<file path="config.mk">
export PLATFORM = sky130hd
export DESIGN_NAME = cfw_top
export DESIGN_NICKNAME = d
export VERILOG_FILES = /design/src/inc/cfw_pkg.sv /design/src/hw/cfw_top.sv
export SDC_FILE = /design/constraint.sdc
export NUM_CORES = 1
export LEC_CHECK = 0
export BUFFER_PORTS_ARGS = -buffer_cell sky130_fd_sc_hd__buf_2
export CAP_MARGIN = 10
export CORE_ASPECT_RATIO = 0.9
export CORE_UTILIZATION = 25
export CTS_BUF_LIST = sky130_fd_sc_hd__clkbuf_16
export DETAILED_ROUTE_END_ITERATION = 12
export HOLD_SLACK_MARGIN = 0.06
export PLACE_DENSITY = 0.52
export SLEW_MARGIN = 10
export SYNTH_ARGS = -nofsm -noshare
export SYNTH_HDL_FRONTEND = slang
export SYNTH_SLANG_ARGS = --single-unit
</file>
<file path="constraint.sdc">
create_clock -name pclk -period 7.8 [get_ports pclk]
set_input_delay 1.17 -clock pclk [delete_from_list [all_inputs] [get_ports pclk]]
set_output_delay 1.17 -clock pclk [all_outputs]
set_load 0.01 [all_outputs]
</file>
<file path="src/inc/cfw_pkg.sv">
package cfw_pkg;
    // Register byte addresses on APB (one aligned word each)
    localparam logic [7:0] ADDR_WAVEFORM_MODE_REGISTER = 8'h00; // waveform_mode_register
    localparam logic [7:0] ADDR_ACCUMULATION_MODE_REGISTER = 8'h04; // accumulation_mode_register
    localparam logic [7:0] ADDR_CALIBRATION_MODE_REGISTER = 8'h08; // calibration_mode_register
    localparam logic [7:0] ADDR_IRQEN1 = 8'h0C; // interrupt_enable_one
    localparam logic [7:0] ADDR_IRQEN3 = 8'h10; // interrupt_enable_three
    localparam logic [7:0] ADDR_IRQST1 = 8'h14; // interrupt_status_one
    localparam logic [7:0] ADDR_IRQST3 = 8'h18; // interrupt_status_three
    localparam logic [7:0] ADDR_WAV1 = 8'h1C; // waveform 1 word
    localparam logic [7:0] ADDR_WAV2 = 8'h20; // waveform 2 word
    localparam logic [7:0] ADDR_WAVEFORM1_HIGH_BYTE = 8'h24; // waveform1_high_byte
    localparam logic [7:0] ADDR_WAVEFORM2_HIGH_BYTE = 8'h28; // waveform2_high_byte
    // Field positions
    localparam int RATE_LSB = 0;
    localparam int SEL_INPUT_BIT = 7;
    localparam int FSIGN_MODE_BIT = 6;
    localparam int FORCED_LSB = 4;
    localparam int FSIGN_BIT = 5;
    localparam int NEW_SAMPLE_BIT = 5;
    // Reset values
    localparam logic [7:0] WAVEFORM_MODE_REGISTER_RST = 8'h00;
    localparam logic [7:0] ACCUMULATION_MODE_REGISTER_RST = 8'h00;
    localparam logic [7:0] CALIBRATION_MODE_REGISTER_RST = 8'h00;
    localparam logic [7:0] IRQEN_RST = 8'h00;
    // Timing: base sample period in metering clocks, then averaging windows
    localparam int BASE_DIV = 160;
    localparam int CLK_HZ = 40000000;
    localparam int FAULT_AVG_MS = 1000;
    localparam int SIGN_AVG_MS = 3000;
    localparam int FAULT_AVG_CYC = CLK_HZ / 1000 * FAULT_AVG_MS;
    localparam int SIGN_AVG_CYC = CLK_HZ / 1000 * SIGN_AVG_MS;
    // Forced input field encodings
    typedef enum logic [1:0]
    {
        CFW_FORCE_AUTO0 = 2'b00,
        CFW_FORCE_FIRST = 2'b01,
        CFW_FORCE_SECOND = 2'b10,
        CFW_FORCE_AUTO1 = 2'b11
    } cfw_force_e;
endpackage

</file>
<file path="src/hw/cfw_top.sv">
`timescale 1ns/10ps
// Contract
// - Waveform samples are signed 24-bit words, at most one per 160 clocks.
// - Two-bit rate field picks 25.6, 12.8, 6.4 or 3.2 kSPS; code gives 250, 125, 62.5 or 31.25 kSPS at 40 MHz.
// - New sample with its enable set raises pending metering interrupt.
// - Reading a waveform high byte latches the selected samples.
// - New-sample interrupt holds until software clears its status bit.
// - Power computation continues uninterrupted during waveform sampling.
// - Inputs faulted when difference exceeds 6.25 percent of active input.
// - On fault with larger inactive input, switch measurement to it.
// - After reset, the first current input is used.
// - Inputs are averaged; fault reported about one second after onset.
// - Fault detection suspended while voltage is below 0.3 percent.
// - Accumulation mode bit 7 reports measured input, updated on switching.
// - Forced field 01 first input, 10 second, 00/11 automatic.
// - Mode bit 6 clear: fault-sign flag set entering fault or normal.
// - Fault-sign flag with enable bit 5 raises pending interrupt.
// - First active, second below 93.75 percent: flag set, no swap.
// - Fault-sign indication averaged, appearing about three seconds later.
// - Return to first input needs first above second by 6.25 percent.
// - Mode bit 6 set: flag set when first comes within 6.25 percent.
module cfw_top #(
    parameter int FAULT_AVG_CYC = cfw_pkg::FAULT_AVG_CYC,
    parameter int SIGN_AVG_CYC = cfw_pkg::SIGN_AVG_CYC,
    parameter int BASE_DIV = cfw_pkg::BASE_DIV,
    parameter logic [23:0] V_MIN = 24'h001935
)
(
    // Clock and reset
    input wire logic pclk,
    input wire logic presetn,
    // APB slave
    input wire logic psel,
    input wire logic penable,
    input wire logic pwrite,
    input wire logic [7:0] paddr,
    input wire logic [31:0] pwdata,
    output logic [31:0] prdata,
    output logic pready,
    output logic pslverr,
    // Sample inputs, signed 24-bit words; magnitudes are their absolute values
    input wire logic [23:0] first_current_input,
    input wire logic [23:0] second_current_input,
    input wire logic [23:0] voltage_sample,
    // Measurement routing and interrupt
    output logic [23:0] measured_current,
    output logic irq
);
    ////////////////////////////////////////////////////////////////////////
    logic [7:0] waveform_mode_register_reg;
    logic [7:0] accumulation_mode_register_reg;
    logic [7:0] calibration_mode_register_reg;
    logic [7:0] irqen1_reg;
    logic [7:0] irqen3_reg;
    logic fsign_flag_reg;
    logic new_sample_flag_reg;
    logic [23:0] wav1_reg;
    logic [23:0] wav2_reg;
    logic [7:0] div_reg;
    logic [2:0] dec_reg;
    logic sample_tick;
    logic wr_acc;
    logic rd_acc;
    logic clr_fsign;
    logic clr_new;
    logic [1:0] rate;
    logic [2:0] dec_max;
    logic [31:0] fcnt_reg;
    logic [31:0] scnt_reg;
    logic sel_second_reg;
    logic fault_seen;
    logic sign_cond_reg;
    logic [23:0] a_abs;
    logic [23:0] b_abs;
    logic [23:0] v_abs;
    logic [23:0] act;
    logic [23:0] inact;
    logic fault_now;
    logic swap_cond;
    logic sign_now;
    logic auto_sel;

    ////////////////////////////////////////////////////////////////////////
    // APB decode; zero wait states
    assign wr_acc = psel && penable && pwrite;
    assign rd_acc = psel && penable && !pwrite;
    assign clr_fsign = wr_acc && paddr == cfw_pkg::ADDR_IRQST1
        && pwdata[cfw_pkg::FSIGN_BIT];
    assign clr_new = wr_acc && paddr == cfw_pkg::ADDR_IRQST3
        && pwdata[cfw_pkg::NEW_SAMPLE_BIT];

    // Software registers; bit 7 of accumulation mode is hardware owned
    always_ff @(posedge pclk or negedge presetn)
    begin
        if (!presetn)
        begin
            waveform_mode_register_reg <= cfw_pkg::WAVEFORM_MODE_REGISTER_RST;
            accumulation_mode_register_reg <= cfw_pkg::ACCUMULATION_MODE_REGISTER_RST;
            calibration_mode_register_reg <= cfw_pkg::CALIBRATION_MODE_REGISTER_RST;
            irqen1_reg <= cfw_pkg::IRQEN_RST;
            irqen3_reg <= cfw_pkg::IRQEN_RST;
        end
        else if (wr_acc)
        begin
            case (paddr)
                cfw_pkg::ADDR_WAVEFORM_MODE_REGISTER: waveform_mode_register_reg <= pwdata[7:0];
                cfw_pkg::ADDR_ACCUMULATION_MODE_REGISTER: accumulation_mode_register_reg <= {1'b0, pwdata[6:0]};
                cfw_pkg::ADDR_CALIBRATION_MODE_REGISTER: calibration_mode_register_reg <= pwdata[7:0];
                cfw_pkg::ADDR_IRQEN1: irqen1_reg <= {2'b00, pwdata[5:0]};
                cfw_pkg::ADDR_IRQEN3: irqen3_reg <= {2'b00, pwdata[5:0]};
                default: ;
            endcase
        end
    end

    // Read mux; unmapped addresses read zero, and only unmapped reads flag an error
    always_ff @(posedge pclk or negedge presetn)
    begin
        if (!presetn)
        begin
            prdata <= 32'h00000000;
            pready <= 1'b0;
            pslverr <= 1'b0;
        end
        else
        begin
            pready <= psel && !penable;
            pslverr <= 1'b0;
            prdata <= 32'h00000000;
            if (psel && !penable)
            begin
                case (paddr)
                    cfw_pkg::ADDR_WAVEFORM_MODE_REGISTER: prdata <= {24'h0, waveform_mode_register_reg};
                    cfw_pkg::ADDR_ACCUMULATION_MODE_REGISTER:
                        prdata <= {24'h0, sel_second_reg, accumulation_mode_register_reg[6:0]};
                    cfw_pkg::ADDR_CALIBRATION_MODE_REGISTER: prdata <= {24'h0, calibration_mode_register_reg};
                    cfw_pkg::ADDR_IRQEN1: prdata <= {24'h0, irqen1_reg};
                    cfw_pkg::ADDR_IRQEN3: prdata <= {24'h0, irqen3_reg};
                    cfw_pkg::ADDR_IRQST1:
                        prdata <= {26'h0, fsign_flag_reg, 5'h00};
                    cfw_pkg::ADDR_IRQST3:
                        prdata <= {26'h0, new_sample_flag_reg, 5'h00};
                    cfw_pkg::ADDR_WAV1: prdata <= {{8{wav1_reg[23]}}, wav1_reg};
                    cfw_pkg::ADDR_WAV2: prdata <= {{8{wav2_reg[23]}}, wav2_reg};
                    cfw_pkg::ADDR_WAVEFORM1_HIGH_BYTE: prdata <= {24'h0, wav1_reg[23:16]};
                    cfw_pkg::ADDR_WAVEFORM2_HIGH_BYTE: prdata <= {24'h0, wav2_reg[23:16]};
                    default: pslverr <= !pwrite;
                endcase
            end
        end
    end

    ////////////////////////////////////////////////////////////////////////
    // Sample rate: base tick every BASE_DIV clocks, decimated by 1,2,4,8
    assign rate = waveform_mode_register_reg[cfw_pkg::RATE_LSB +: 2];
    assign dec_max = 3'((4'd1 << rate) - 4'd1);
    assign sample_tick = div_reg == 8'(BASE_DIV - 1) && dec_reg >= dec_max;

    always_ff @(posedge pclk or negedge presetn)
    begin
        if (!presetn)
        begin
            div_reg <= 8'h00;
            dec_reg <= 3'h0;
        end
        else if (div_reg == 8'(BASE_DIV - 1))
        begin
            div_reg <= 8'h00;
            dec_reg <= (dec_reg >= dec_max) ? 3'h0 : dec_reg + 3'h1;
        end
        else
        begin
            div_reg <= div_reg + 8'h01;
        end
    end

    // Latch on high-byte read; samples never stall measurement path
    always_ff @(posedge pclk or negedge presetn)
    begin
        if (!presetn)
        begin
            wav1_reg <= 24'h000000;
            wav2_reg <= 24'h000000;
        end
        else if (rd_acc && (paddr == cfw_pkg::ADDR_WAVEFORM1_HIGH_BYTE
            || paddr == cfw_pkg::ADDR_WAVEFORM2_HIGH_BYTE))
        begin
            wav1_reg <= sel_second_reg ? second_current_input
                : first_current_input;
            wav2_reg <= voltage_sample;
        end
    end

    // New-sample flag: set wins over clear
    always_ff @(posedge pclk or negedge presetn)
    begin
        if (!presetn)
            new_sample_flag_reg <= 1'b0;
        else if (sample_tick)
            new_sample_flag_reg <= 1'b1;
        else if (clr_new)
            new_sample_flag_reg <= 1'b0;
    end

    ////////////////////////////////////////////////////////////////////////
    // Magnitudes and thresholds (x - x/16 is 93.75 percent)
    assign a_abs = first_current_input[23] ? -first_current_input
        : first_current_input;
    assign b_abs = second_current_input[23] ? -second_current_input
        : second_current_input;
    assign v_abs = voltage_sample[23] ? -voltage_sample : voltage_sample;
    assign act = sel_second_reg ? b_abs : a_abs;
    assign inact = sel_second_reg ? a_abs : b_abs;
    assign fault_now = v_abs >= V_MIN
        && (inact > act + (act >> 4) || inact < act - (act >> 4));
    // Larger inactive beyond 6.25 percent of the active input
    assign swap_cond = sel_second_reg ? (a_abs > b_abs + (b_abs >> 4))
        : (b_abs > a_abs + (a_abs >> 4));
    // Sign condition: mode 0 tracks fault, mode 1 within 6.25 percent
    assign sign_now = accumulation_mode_register_reg[cfw_pkg::FSIGN_MODE_BIT]
        ? (a_abs + (b_abs >> 4) >= b_abs)
        : (!sel_second_reg && b_abs < a_abs - (a_abs >> 4)) || fault_now;
    assign auto_sel = calibration_mode_register_reg[cfw_pkg::FORCED_LSB +: 2]
        == cfw_pkg::CFW_FORCE_AUTO0
        || calibration_mode_register_reg[cfw_pkg::FORCED_LSB +: 2] == cfw_pkg::CFW_FORCE_AUTO1;

    // Persistence counter: a fault must hold ~1 s before a swap
    always_ff @(posedge pclk or negedge presetn)
    begin
        if (!presetn)
            fcnt_reg <= 32'h00000000;
        else if (!(fault_now && swap_cond))
            fcnt_reg <= 32'h00000000;
        else if (fcnt_reg < 32'(FAULT_AVG_CYC))
            fcnt_reg <= fcnt_reg + 32'h00000001;
    end

    // Channel selection; reset starts on the first input
    always_ff @(posedge pclk or negedge presetn)
    begin
        if (!presetn)
            sel_second_reg <= 1'b0;
        else if (calibration_mode_register_reg[cfw_pkg::FORCED_LSB +: 2]
            == cfw_pkg::CFW_FORCE_FIRST)
            sel_second_reg <= 1'b0;
        else if (calibration_mode_register_reg[cfw_pkg::FORCED_LSB +: 2]
            == cfw_pkg::CFW_FORCE_SECOND)
            sel_second_reg <= 1'b1;
        // Condition rechecked, so a saturated count cannot flip back at once
        else if (auto_sel && fault_now && swap_cond
            && fcnt_reg == 32'(FAULT_AVG_CYC))
            sel_second_reg <= !sel_second_reg;
    end

    // Sign indication: condition change must persist ~3 s
    always_ff @(posedge pclk or negedge presetn)
    begin
        if (!presetn)
        begin
            scnt_reg <= 32'h00000000;
            sign_cond_reg <= 1'b0;
        end
        else if (sign_now == sign_cond_reg || v_abs < V_MIN)
            scnt_reg <= 32'h00000000;
        else if (scnt_reg == 32'(SIGN_AVG_CYC))
        begin
            scnt_reg <= 32'h00000000;
            sign_cond_reg <= sign_now;
        end
        else
            scnt_reg <= scnt_reg + 32'h00000001;
    end

    // Flag on entering fault or normal (mode 0) or entering window (mode 1)
    assign fault_seen = scnt_reg == 32'(SIGN_AVG_CYC)
        && (!accumulation_mode_register_reg[cfw_pkg::FSIGN_MODE_BIT] || sign_now);
    always_ff @(posedge pclk or negedge presetn)
    begin
        if (!presetn)
            fsign_flag_reg <= 1'b0;
        else if (fault_seen)
            fsign_flag_reg <= 1'b1;
        else if (clr_fsign)
            fsign_flag_reg <= 1'b0;
    end

    ////////////////////////////////////////////////////////////////////////
    // Outputs; measurement routing never paused by waveform reads
    always_ff @(posedge pclk or negedge presetn)
    begin
        if (!presetn)
        begin
            measured_current <= 24'h000000;
            irq <= 1'b0;
        end
        else
        begin
            measured_current <= sel_second_reg ? second_current_input
                : first_current_input;
            irq <= (new_sample_flag_reg && irqen3_reg[cfw_pkg::NEW_SAMPLE_BIT])
                || (fsign_flag_reg && irqen1_reg[cfw_pkg::FSIGN_BIT]);
        end
    end
endmodule

</file>
---- Yosys cells after proc, flatten, opt, wreduce, memory -nomap -nowiden ----
Index checks and enable logic that the tools add are counted.
W data, S select, Z words.
word-level totals
  input port bits ......................... 117
  flip-flop bits (word level) ............. 221
  output and inout bits ................... 59
cells by class
  reductions and logical operators ........ 42
  bitwise operators ....................... 1
  equal/unequal tests ..................... 18
  $add $sub $neg .......................... 14
  shift operators ......................... 1
  $lt $le $gt $ge ......................... 10
  multiplexer cells ....................... 25
operators with widths
  cell                     count
  $pmux W32 S11            1
  $mux W32                 5
  $mux W24                 6
  $add A24 B20 Y24         4
  $gt A24 B24 Y1           3
  $neg A24 Y24             3
  $add A32 B1 Y32 const B  2
  $lt A24 B24 Y1           2
  $sub A24 B20 Y24         2
  $eq A32 B26 Y1 const B   1
  $eq A32 B27 Y1 const B   1
  $eq A8 B5 Y1 const B     4
  $lt A32 B26 Y1 const B   1
  $eq A8 B6 Y1 const B     3
  $ge A24 B13 Y1 const B   1
  $ge A24 B24 Y1           1
  $lt A24 B13 Y1 const B   1
  $logic_and A1 B1 Y1      19
  $eq A8 B4 Y1 const B     2
  $reduce_and A2 Y1        6
  $mux W1                  11
  $reduce_or A11 Y1        1
  $add A8 B1 Y8 const B    1
  $eq A8 B3 Y1 const B     1
  18 further kinds         29

---- Logic depth before layout (Yosys ltp) ----
Gate-level depths: netlist of the first run.
  word-level depth ........................ 13
  depth in mapped cells ................... 31

---- Worst setup path before layout of the first run ----
No wires, ideal clock.
  path kind ............................... input to register
  from .................................... in first_current_input[11]
  to ...................................... reg scnt_reg[0]
  path slack .............................. 1.093 ns
  cell stages on the path ................. 23
  arrival time ............................ 6.585 ns
  buffers on the path ..................... 2
  cells stage by stage .................... or4_1 > or3_1 > o31a_1 > xor2_1 > o21a_1 > ha_1 > clkbuf_1 > or3_1 > a211oi_1 > nor3_1 > o41ai_1 > a21oi_1 > o21bai_1 > xnor2_1 > ha_1 > o2111ai_1 > a31oi_1 > a2111oi_0 > or4_1 > o211ai_2 > a21oi_1 > buf_2 > o2111a_1
on the way
  longest elaborated chain between the ends .. 12
  elaborated cells between the ends (all ways) .. 20
  those cells by class .................... add/sub (5); order compare (4); eq/ne (1); mux (5); reduce/logical (5)
ends and longest elaborated chain
  element                                               line            source
  from (decl)                                           cfw_top.sv:42   input wire logic [23:0] first_current_input,
  $neg A24 Y24                                          cfw_top.sv:207  assign a_abs = first_current_input[23] ? -first_current_input
  $mux W24 *                                            cfw_top.sv:207
  $mux W24                                              cfw_top.sv:212  assign act = sel_second_reg ? b_abs : a_abs;
  $add A24 B20 Y24 or $sub A24 B20 Y24 (tied branches)  cfw_top.sv:215  && (inact > act + (act >> 4) || inact < act - (act >> 4));
  $gt A24 B24 Y1 or $lt A24 B24 Y1 (tied branches)      cfw_top.sv:215
  $logic_or A1 B1 Y1                                    cfw_top.sv:215
  $logic_and A1 B1 Y1                                   cfw_top.sv:215
  $logic_or A1 B1 Y1                                    cfw_top.sv:222  : (!sel_second_reg && b_abs < a_abs - (a_abs >> 4)) || fault_now;
  $mux W1 *                                             cfw_top.sv:221  ? (a_abs + (b_abs >> 4) >= b_abs)
  $eq A1 B1 Y1 *                                        cfw_top.sv:263  else if (sign_now == sign_cond_reg || v_abs < V_MIN)
  $logic_or A1 B1 Y1 *                                  cfw_top.sv:263
  $mux W32 *                                            cfw_top.sv:263
  to (signal assigned)                                  cfw_top.sv:271  scnt_reg <= scnt_reg + 32'h00000001;
  to (decl)                                             cfw_top.sv:69   logic [31:0] scnt_reg;
Every way passes the cells marked *; elsewhere a longest branch is shown, timed or not.
A chain may end at the register's enable or synchronous reset.

---- Final worst setup path of the first run ----
  from .................................... in second_current_input[0]
  to ...................................... reg scnt_reg[6]
on the way
  longest elaborated chain between the ends .. 12
  elaborated cells between the ends (all ways) .. 19
  those cells by class .................... add/sub (4); order compare (4); eq/ne (1); mux (5); reduce/logical (5)
ends and longest elaborated chain
  element                                               line            source
  from (decl)                                           cfw_top.sv:43   input wire logic [23:0] second_current_input,
  $neg A24 Y24                                          cfw_top.sv:209  assign b_abs = second_current_input[23] ? -second_current_input
  $mux W24 *                                            cfw_top.sv:209
  $mux W24                                              cfw_top.sv:212
  $add A24 B20 Y24 or $sub A24 B20 Y24 (tied branches)  cfw_top.sv:215
  $gt A24 B24 Y1 or $lt A24 B24 Y1 (tied branches)      cfw_top.sv:215
  $logic_or A1 B1 Y1                                    cfw_top.sv:215
  $logic_and A1 B1 Y1                                   cfw_top.sv:215
  $logic_or A1 B1 Y1                                    cfw_top.sv:222
  $mux W1 *                                             cfw_top.sv:221
  $eq A1 B1 Y1 *                                        cfw_top.sv:263
  $logic_or A1 B1 Y1 *                                  cfw_top.sv:263
  $mux W32 *                                            cfw_top.sv:263
Marks and branches as above.

==> results of run 1 <==
-- cell type report --
class	instances	area share (%)
inverters	164	2.523
multi-input cells	1943	59.76
clock inverters	16	0.3693
flip-flops and latches	213	21.86
well taps	1122	5.754
clock buffers	21	2.154
repair buffers	289	7.539
diodes	3	0.03077
-- critical path, cell delays in order --
cell and delay [ns]:
buf_2 0.10, inv_1 0.11, ha_1 0.17, or4b_1 0.50
o21ai_0 0.22, xor2_1 0.32, nand2_1 0.10, o21a_1 0.18
ha_1 0.38, nand2b_1 0.21, a221oi_1 0.40, o221ai_1 0.30
a211oi_1 0.25, buf_4 0.15, nor3_1 0.06, buf_4 0.14
o31ai_1 0.36, a21oi_1 0.15, xnor2_1 0.15, ha_1 0.30
a21o_1 0.16, a21o_1 0.21, a2111oi_0 0.52, or4_1 0.29
o211ai_2 0.16, and3_1 0.28, buf_12 0.17, o2111a_1 0.25
-- timing repair --
item                                    in CTS  in global routing
hold endpoints to repair                     0                  0
endpoints found under the setup margin       0                 40
hold buffers                                 0                  0
gates resized for setup                      0                  4
-- synthesized netlist by cell type, drive strengths merged, types with 25 or more instances --
cell type    n
ha         279
nor2       231
dfrtp      213
inv        164
xnor2      142
a21oi      140
nand2      140
mux2       111
o21ai      111
xor2        83
nor3        68
nand3       62
clkbuf      58
nand4       39
a21o        35
a22oi       35
o21a        35
and3        34
nand2b      32
buf         25
o211a       25
-- stage by stage --
stage	instances	hold WS, ns	utilization (%)	setup TNS (ns)
2_1_floorplan	2403	0.4549	-	0
3_3_place_gp	3731	0.4722	28.72	-1.935
3_5_place_dp	3731	0.4770	28.72	-5.048
4_1_cts	3768	0.4862	29.46	0
5_1_grt	3770	0.5232	29.49	0
6_report	3771	0.4819	29.50	0
-- power breakdown --
group / internal [mW] / switching (mW)
logic: 2.19 / 2.80
registers: 1.18 / 0.110
clock network: 0.496 / 0.460
total: 3.87 / 3.37
-- routing by layer --
layer	wire (µm)	part of all wire (%)	vias up	global-route usage, %
li1	-	-	9198	-
met1	34720	51	8747	24.07
met2	27250	40	477	22.23
met3	4327	6.4	78	2.943
met4	1134	1.7	10	2.487
met5	68	0.10	-	0
-- cell families (layout without fill, tap and decap cells) --
family                     count (synthesis)  in the layout  synth area share (%)
DFF                                      213            213                 25.56
buffers and inverters                    247            490                 4.703
other                                      0              3                     0
adders and majority gates                285            285                 17.31
AOI/OAI and AO/OA                        587            587                 19.32
muxes                                    126            126                 6.713
xor gates and xnor gates                 225            225                 9.449
and+or+nand+nor                          720            720                 16.94
-- final timing paths --
check | to | cells past startpoint
max | scnt_reg[6] | 28
min | div_reg[0] | 1
max reg2reg | scnt_reg[6] | 24
min reg2reg | div_reg[0] | 1
max in group asynchronous | waveform_mode_register_reg[0] | 2
min in group asynchronous | scnt_reg[15] | 1
==> results.sh, run 1 <==
export IMPL_grt_pass1_vias=17310
export IMPL_io_pins=176
export IMPL_synth_edf_count=0
export IMPL_portBuffers=151
export IMPL_startpoint_type="input port"
export IMPL_cts_sinks=213
export IMPL_cts_setup_buffers=0
export IMPL_first_pass_iters=7
export IMPL_die_w_um=306.5
export IMPL_rrSetupSlack_ns=1.36
export IMPL_rows=100
export IMPL_max_slew_margin_pct=35.17
export IMPL_wire_per_inst_um=17.90
export IMPL_final_area_um2=24400
export IMPL_via_count=18510
export IMPL_async_reset_ff_share_pct=100.0
export IMPL_cts_tree="done"
export IMPL_ant_nets=0
export IMPL_n_fill_cell=8866
export IMPL_die_height_um=276.0
export IMPL_grt_pass1_wl_mm=103.9
export IMPL_dpl_hpwl_mm=54.07
export IMPL_clk_pin_slew_worst_paths_ns=0.06
export IMPL_synth_area_leaders="dfrtp_1 26%, ha_1 17%, xnor2_1 6.0%"
export IMPL_area_delta_synth_final_pct=16.97
export IMPL_h_tree_depth=1
export IMPL_period_share_pct=94.63
export IMPL_crit_type="input port to register"
export IMPL_crit_path_end_kind="register"
export IMPL_start_util_pct=25.22
export IMPL_min_path_type="register to register"
export IMPL_finalCriticalPeriod_ns=7.381
export IMPL_die_area_um2=84580
export IMPL_setup_violations=0
export IMPL_final_common_cell="ha_1"
export IMPL_path_max_fanout=30
export IMPL_powerDensity_nw_per_um2=296.6
export IMPL_yosys_area_top_type="dfrtp_1"
export IMPL_drive_gt1_share_pct=17.61
export IMPL_gp_congestion=0.8845
export IMPL_synth_seq_cells=213
export IMPL_routed_wirelength_mm=67.51
export IMPL_cts_made_buffers=21
export IMPL_rsz0062_at_grt="no"
export IMPL_worst_pin_slew_ns=0.9724
export IMPL_core_area_um2=82700
export IMPL_crit_start="second_current_input[0]"
export IMPL_synth_nets=2805
export IMPL_skew_ns=0.02044
export IMPL_synth_cell_type_count=86
export IMPL_antenna_found_initial=11
export IMPL_nets=3034
export IMPL_hold_violations=0
export IMPL_first_iter_violations=1539
export IMPL_hold_path_startpoint="div_reg[0]"
export IMPL_dpl_instance_area_um2=23750
export IMPL_total_power_mw=7.237
export IMPL_clk_latency_ns=0.52
export IMPL_synthCells=2403
export IMPL_mostFrequentLayoutCells="279 x ha_1, 230 x nor2_1, 212 x dfrtp_1"
export IMPL_track_usage_pct=15.55
export IMPL_worstPathRequired_ns=8.19
export IMPL_run_status="completed"
export IMPL_synthesis_area_um2=20860
export IMPL_pre_cts_ws_ns=-0.2456
export IMPL_cts_max_path_buffers=3
export IMPL_yosysWarnings=0
export IMPL_maxCapViolCount=0
export IMPL_ff_latch_area_um2=5334
export IMPL_setup_ws_ns=0.4192
export IMPL_synth_seq_area_share_pct=25.56
export IMPL_drc=0
export IMPL_multi_input_area_um2=14580
export IMPL_ir_worst_vdd_v=0.0001836
export IMPL_arrival_ns=7.78
export IMPL_cts_root_buf="clkbuf_16"
export IMPL_synth_top_cell_area_share_pct=25.56
export IMPL_viasPerCell=4.909
export IMPL_avgSynthCellArea_um2=8.679
export IMPL_synth_top_flop_cell="dfrtp_1"
export IMPL_p_leak_nw=11.33
export IMPL_regToRegStartpoint="sel_second_reg"
export IMPL_globalRouteOverflowTotal=0
export IMPL_grt_max_degree=76
export IMPL_final_max_slew_violation_count=0
export IMPL_clock_fmax_mhz=135.5
Note: power is estimated with default switching activity, not from simulation.
==> run 2: changes to the inputs <==
Settings changed: ABC_AREA set to 1, HOLD_SLACK_MARGIN 0.06 to 0.03.
==> run 2 against run 1 <==
Setup slack improved by 0.18 ns. First-iteration DRC count up 27%. Utilization is 0.41 points lower. Area after synthesis rose by 2.9%. Worst hold slack got worse by 0.014 ns. Critical endpoint is now scnt_reg[5]. Largest power group unchanged.
==> results.sh, run 2 <==
export IMPL_die_w_um=310.9
export IMPL_netSwitchingFraction_pct=50.63
export IMPL_synth_nets=3454
export IMPL_skew_ns=0.02301
export IMPL_dpl_hpwl_mm=60.03
export IMPL_p_leak_nw=12.11
export IMPL_final_max_slew_violation_count=0
export IMPL_combPwrFrac_pct=65.9
export IMPL_pre_cts_ws_ns=0.2122
export IMPL_avgSynthCellArea_um2=7.035
export IMPL_cts_tree="done"
export IMPL_setup_ws_ns=0.5991
export IMPL_synth_seq_area_share_pct=24.83
export IMPL_core_area_um2=84670
export IMPL_globalRouteOverflowTotal=0
export IMPL_nets=3622
export IMPL_powerDensity_nw_per_um2=293.8
export IMPL_crit_path_end_kind="register"
export IMPL_run_status="completed"
export IMPL_cp_common_cell="nand2_1"
export IMPL_async_reset_ff_share_pct=100.0
export IMPL_crit_type="input port to register"
export IMPL_max_slew_margin_pct=21.88
export IMPL_cts_setup_buffers=0
export IMPL_switching_power_mw=3.664
export IMPL_track_usage_pct=16.68
export IMPL_period_share_pct=92.32
export IMPL_path_max_fanout=19
export IMPL_area_delta_synth_final_pct=14.72
export IMPL_drive_gt1_share_pct=10.38
export IMPL_cts_max_path_buffers=3
export IMPL_ir_worst_vdd_v=0.0002206
export IMPL_cts_sinks=213
export IMPL_synthTopCellsByCount="625 x nand2_1, 404 x inv_1, 279 x ha_1"
export IMPL_hold_violations=0
export IMPL_synthesis_area_um2=21470
export IMPL_h_tree_depth=1
export IMPL_portBuffers=151
export IMPL_viasPerCell=4.727
export IMPL_worstPathRequired_ns=8.26
export IMPL_cts_resized=0
export IMPL_grt_max_degree=138
export IMPL_start_util_pct=25.36
export IMPL_intPower_mw=3.572
export IMPL_p_clk_share_pct=16.0
export IMPL_synth_top_cell_area_share_pct=24.83
export IMPL_ant_nets=0
export IMPL_synth_area_leaders="dfrtp_1 25%, ha_1 16%, nand2_1 11%"
export IMPL_setup_violations=0
export IMPL_clock_fmax_mhz=138.9
export IMPL_die_height_um=280.0
export IMPL_routed_wirelength_mm=73.65
export IMPL_wire_per_inst_um=16.84
export IMPL_cts_made_buffers=23
export IMPL_cts_root_buf="clkbuf_16"
export IMPL_clk_pin_slew_worst_paths_ns=0.06
export IMPL_finalCriticalPeriod_ns=7.201
export IMPL_yosysWarnings=0
export IMPL_final_common_cell="nand2_1"
export IMPL_die_area_um2=87060
export IMPL_setup_tns_ns=0
export IMPL_worst_pin_slew_ns=1.167
export IMPL_grt_pass1_vias=19180
export IMPL_startpoint_type="input port"
export IMPL_synthCells=3052
export IMPL_mostFrequentLayoutCells="625 x nand2_1, 408 x inv_1, 279 x ha_1"
export IMPL_maxCapViolCount=0
export IMPL_synth_top_flop_cell="dfrtp_1"
export IMPL_yosys_area_top_type="dfrtp_1"
export IMPL_clk_latency_ns=0.55
export IMPL_synth_edf_count=0
export IMPL_drc=0
export IMPL_io_pins=176
export IMPL_slowest_stage="nor4_1"
export IMPL_max_stage_delay_ns=0.63
export IMPL_fin_hold_ws_ns=0.4678
export IMPL_grt_pass1_wl_mm=114.4
export IMPL_yosysMostFrequentCell="nand2_1"
export IMPL_rows=101
export IMPL_holdBufCountCts=0
export IMPL_min_path_type="register to register"
export IMPL_via_count=20670
export IMPL_synth_cell_type_count=58
export IMPL_seqPwrFrac_pct=18.1
export IMPL_first_pass_iters=6
export IMPL_gp_congestion=0.9275
export IMPL_antenna_found_initial=9
export IMPL_arrival_ns=7.67
export IMPL_first_iter_violations=1951
export IMPL_rsz0062_at_grt="no"
export IMPL_synth_seq_cells=213
## run 2: worst paths after layout
check	start	endpoint	slack [ns]	depth (start not counted)
min in group asynchronous	presetn	measured_current[0]	0.52	1
max reg2reg	sel_second_reg	fcnt_reg[0]	1.95	26
min reg2reg	div_reg[0]	div_reg[0]	0.47	1
max in group asynchronous	presetn	sel_second_reg	5.94	2
max	second_current_input[4]	scnt_reg[5]	0.60	33
min	div_reg[0]	div_reg[0]	0.47	1
## run 2: power by group through the flow
stage | Combinational, mW | Clock (mW) | Sequential, mW
detailed placement | 4.72 | 0 | 1.33
CTS | 4.75 | 1.19 | 1.31
floorplan | 3.39 | 0 | 1.33
finish | 4.77 | 1.16 | 1.31
global placement | 4.70 | 0 | 1.33
global route | 5.41 | 1.23 | 1.32
## run 2: final cells by class
cell class | instances | area, µm²
Clock buffer | 23 | 575.6
Clock inverter | 19 | 191.4
Multi-Input combinational cell | 2343 | 14210
Timing Repair Buffer | 226 | 1341
Sequential cell | 213 | 5331
Tap cell | 1133 | 1418
Inverter | 413 | 1550
Fill cell | 9429 | 60040
Antenna cell | 3 | 7.507
## run 2: metrics by stage
step | instances | util [%] | total power, mW | cell area (µm²)
3_3_place_gp | 4328 | 28.18 | 6.032 | 23860
5_1_grt | 4371 | 29.08 | 7.959 | 24620
6_report | 4373 | 29.09 | 7.236 | 24630
4_1_cts | 4370 | 29.08 | 7.252 | 24620
2_1_floorplan | 3052 | - | 4.715 | 21470
3_5_place_dp | 4328 | 28.18 | 6.052 | 23860
## run 2: kinds of logic (layout without fill, tap and decap cells)
kind of cell	count (synthesis)	in the layout	share of synthesized area, %
and+or+nand+nor	1237	1237	25.38
AOI/OAI and AO/OA	620	620	15.78
buffers and inverters	496	681	8.963
adders and majority gates	285	285	16.82
DFF	213	213	24.83
xor gates and xnor gates	201	201	8.235
other	0	3	0
## run 2: layer usage
metal	wire [µm]	track usage, %	vias up
met5	86	0	-
met4	811	2.034	12
met3	4587	2.727	62
met2	30730	25.27	562
met1	37430	25.11	9560
li1	-	-	10480
## run 2: critical path, delay by kind of cell
| family | cells | cell delay [ns] |
|---|---|---|
| fa+ha+maj | 2 | 0.49 |
| xor+xnor | 2 | 0.34 |
| simple gates | 21 | 4.06 |
| buf+inv | 4 | 0.49 |
| compound gates | 4 | 1.11 |
==> run 3: changes to the inputs <==
Settings changed: CELL_PAD_IN_SITES_DETAIL_PLACEMENT set to 1, CELL_PAD_IN_SITES_GLOBAL_PLACEMENT set to 2, PLACE_DENSITY 0.52 to 0.73.
Clock period 7.8 ns to 8.8 ns, I/O delays scaled along.
==> run 3 against run 2 <==
Worst hold slack about the same. Non-clock buffer count decreased by 8. Critical path depth unchanged. Setup slack improved by 0.35 ns. Utilization decreased by 0.19 points. Total power decreased by 12%. Clock-buffer cell count decreased by 1. Final area decreased by 0.66%. Sequential power decreased by 8%. Largest cell class unchanged. Largest power group unchanged. Highest routed layer unchanged.
==> results.sh, run 3 (same netlist as run 2, synthesis figures left out) <==
export IMPL_h_tree_depth=1
export IMPL_fin_hold_ws_ns=0.4674
export IMPL_path_max_fanout=12
export IMPL_finalCriticalPeriod_ns=7.855
export IMPL_ant_nets=0
export IMPL_hold_path_startpoint="div_reg[0]"
export IMPL_powerDensity_nw_per_um2=261.1
export IMPL_viasPerCell=4.737
export IMPL_die_w_um=310.9
export IMPL_crit_path_end="fcnt_reg[1]"
export IMPL_first_pass_iters=5
export IMPL_nets=3613
export IMPL_period_share_pct=89.27
export IMPL_max_stage_delay_ns=0.49
export IMPL_top_usage_layer="met2"
export IMPL_cts_setup_buffers=0
export IMPL_cp_common_cell="nand2_1"
export IMPL_grt_use_met3_pct=1.774
export IMPL_cts_tree="done"
export IMPL_regToRegStartpoint="sel_second_reg"
export IMPL_setup_tns_ns=0
export IMPL_core_area_um2=84670
export IMPL_min_path_type="register to register"
export IMPL_holdBufCountCts=0
export IMPL_slowest_stage="xor2_1"
export IMPL_crit_start="second_current_input[0]"
export IMPL_cts_made_buffers=22
export IMPL_globalRouteOverflowTotal=0
export IMPL_skew_ns=0.03072
export IMPL_setup_violations=0
export IMPL_rr_endpoint="fcnt_reg[1]"
export IMPL_grtUsageMet1_pct=26.97
export IMPL_p_leak_nw=12.02
export IMPL_die_height_um=280.0
export IMPL_first_iter_violations=1195
export IMPL_final_common_cell="nand2_1"
export IMPL_maxCapViolCount=0
export IMPL_worst_pin_slew_ns=1.026
export IMPL_routed_wirelength_mm=80.43
export IMPL_cts_root_buf="clkbuf_16"
export IMPL_clk_pin_slew_worst_paths_ns=0.07
export IMPL_gp_congestion=0.8605
export IMPL_start_util_pct=25.36
export IMPL_area_delta_synth_final_pct=13.96
export IMPL_cts_max_path_buffers=3
export IMPL_portBuffers=151
export IMPL_dpl_hpwl_mm=66.62
export IMPL_drc=0
export IMPL_crit_type="input port to register"
export IMPL_cts_sinks=213
export IMPL_grt_pass1_vias=20560
export IMPL_cts_resized=0
export IMPL_hold_violations=0
export IMPL_worstPathRequired_ns=9.26
export IMPL_crit_path_end_kind="register"
export IMPL_rr_worst_depth=22
export IMPL_arrival_ns=8.32
export IMPL_rsz0062_at_grt="no"
export IMPL_clk_latency_ns=0.54
export IMPL_max_slew_margin_pct=31.54
export IMPL_rows=101
export IMPL_grtUsageMet2_pct=28.61
export IMPL_antenna_found_initial=22
export IMPL_clock_fmax_mhz=127.3
export IMPL_grt_max_degree=106
export IMPL_track_usage_pct=18.20
export IMPL_io_pins=176
export IMPL_ir_worst_vdd_v=0.0001542
export IMPL_rrSetupSlack_ns=2.30
export IMPL_mostFrequentLayoutCells="625 x nand2_1, 408 x inv_1, 279 x ha_1"
export IMPL_wire_per_inst_um=18.42
export IMPL_die_area_um2=87060
export IMPL_via_count=20690
export IMPL_startpoint_type="input port"
export IMPL_final_max_slew_violation_count=0
export IMPL_grt_pass1_wl_mm=124.2
export IMPL_drive_gt1_share_pct=10.10
export IMPL_run_status="completed"
run 3: changes by cell type in the layout (fill, tap and decap cells not counted), sizes merged:
cell      before  now
clkinvlp       3    2
clkbuf        23   22
bufinv         3    0
clkinv         7   13
diode          3    7
buf          226  218
inv          419  416
run 3: critical path, delay by kind of cell:
kind	cells	cell delay, ns
AND/OR/NAND/NOR	21	3.82
buffers and inverters	2	0.51
AO/OA/AOI/OAI	6	1.40
XOR/XNOR	2	0.56
adder cells (fa/ha/maj)	2	0.68
run 3: through the flow:
step | power, mW | setup WS [ns] | instances | util, % | area (µm²)
finish | 6.388 | 0.9447 | 4367 | 28.90 | 24470
global route | 7.040 | 0.3359 | 4363 | 28.89 | 24460
floorplan | 4.179 | 2.542 | 3052 | - | 21470
detailed placement | 5.523 | 0.5079 | 4320 | 28.11 | 23800
global placement | 5.454 | 0.5965 | 4320 | 28.11 | 23800
CTS | 6.459 | 1.045 | 4360 | 28.88 | 24450
run 3: cell type report:
cell class	count	area, µm²
Antenna cell	7	17.52
Clock buffer	22	550.5
Clock inverter	18	101.3
Fill cell	10640	60200
Inverter	413	1550
Multi-Input combinational cell	2343	14210
Sequential cell	213	5334
Tap cell	1133	1418
Timing Repair Buffer	218	1281
run 3: worst min-delay path by stage:
stage	to	depth (start not counted)
2_1_floorplan	div_reg[0]	1
3_5_place_dp	div_reg[0]	1
5_1_grt	div_reg[0]	1
3_3_place_gp	div_reg[0]	1
4_1_cts	div_reg[0]	1
6_report	div_reg[0]	1
run 3: power by group:
| group | internal, mW | switching (mW) | leakage [nW] |
|---|---|---|---|
| Clock | 0.460 | 0.439 | 0.340 |
| Sequential | 1.08 | 0.118 | 2.81 |
| Combinational | 1.50 | 2.78 | 8.87 |
run 3: routing by layer:
layer	part of all wire, %	vias to the layer above
li1	-	10480
met1	52	9814
met2	43	311
met3	3.4	77
met4	1.7	8
met5	0.068	-
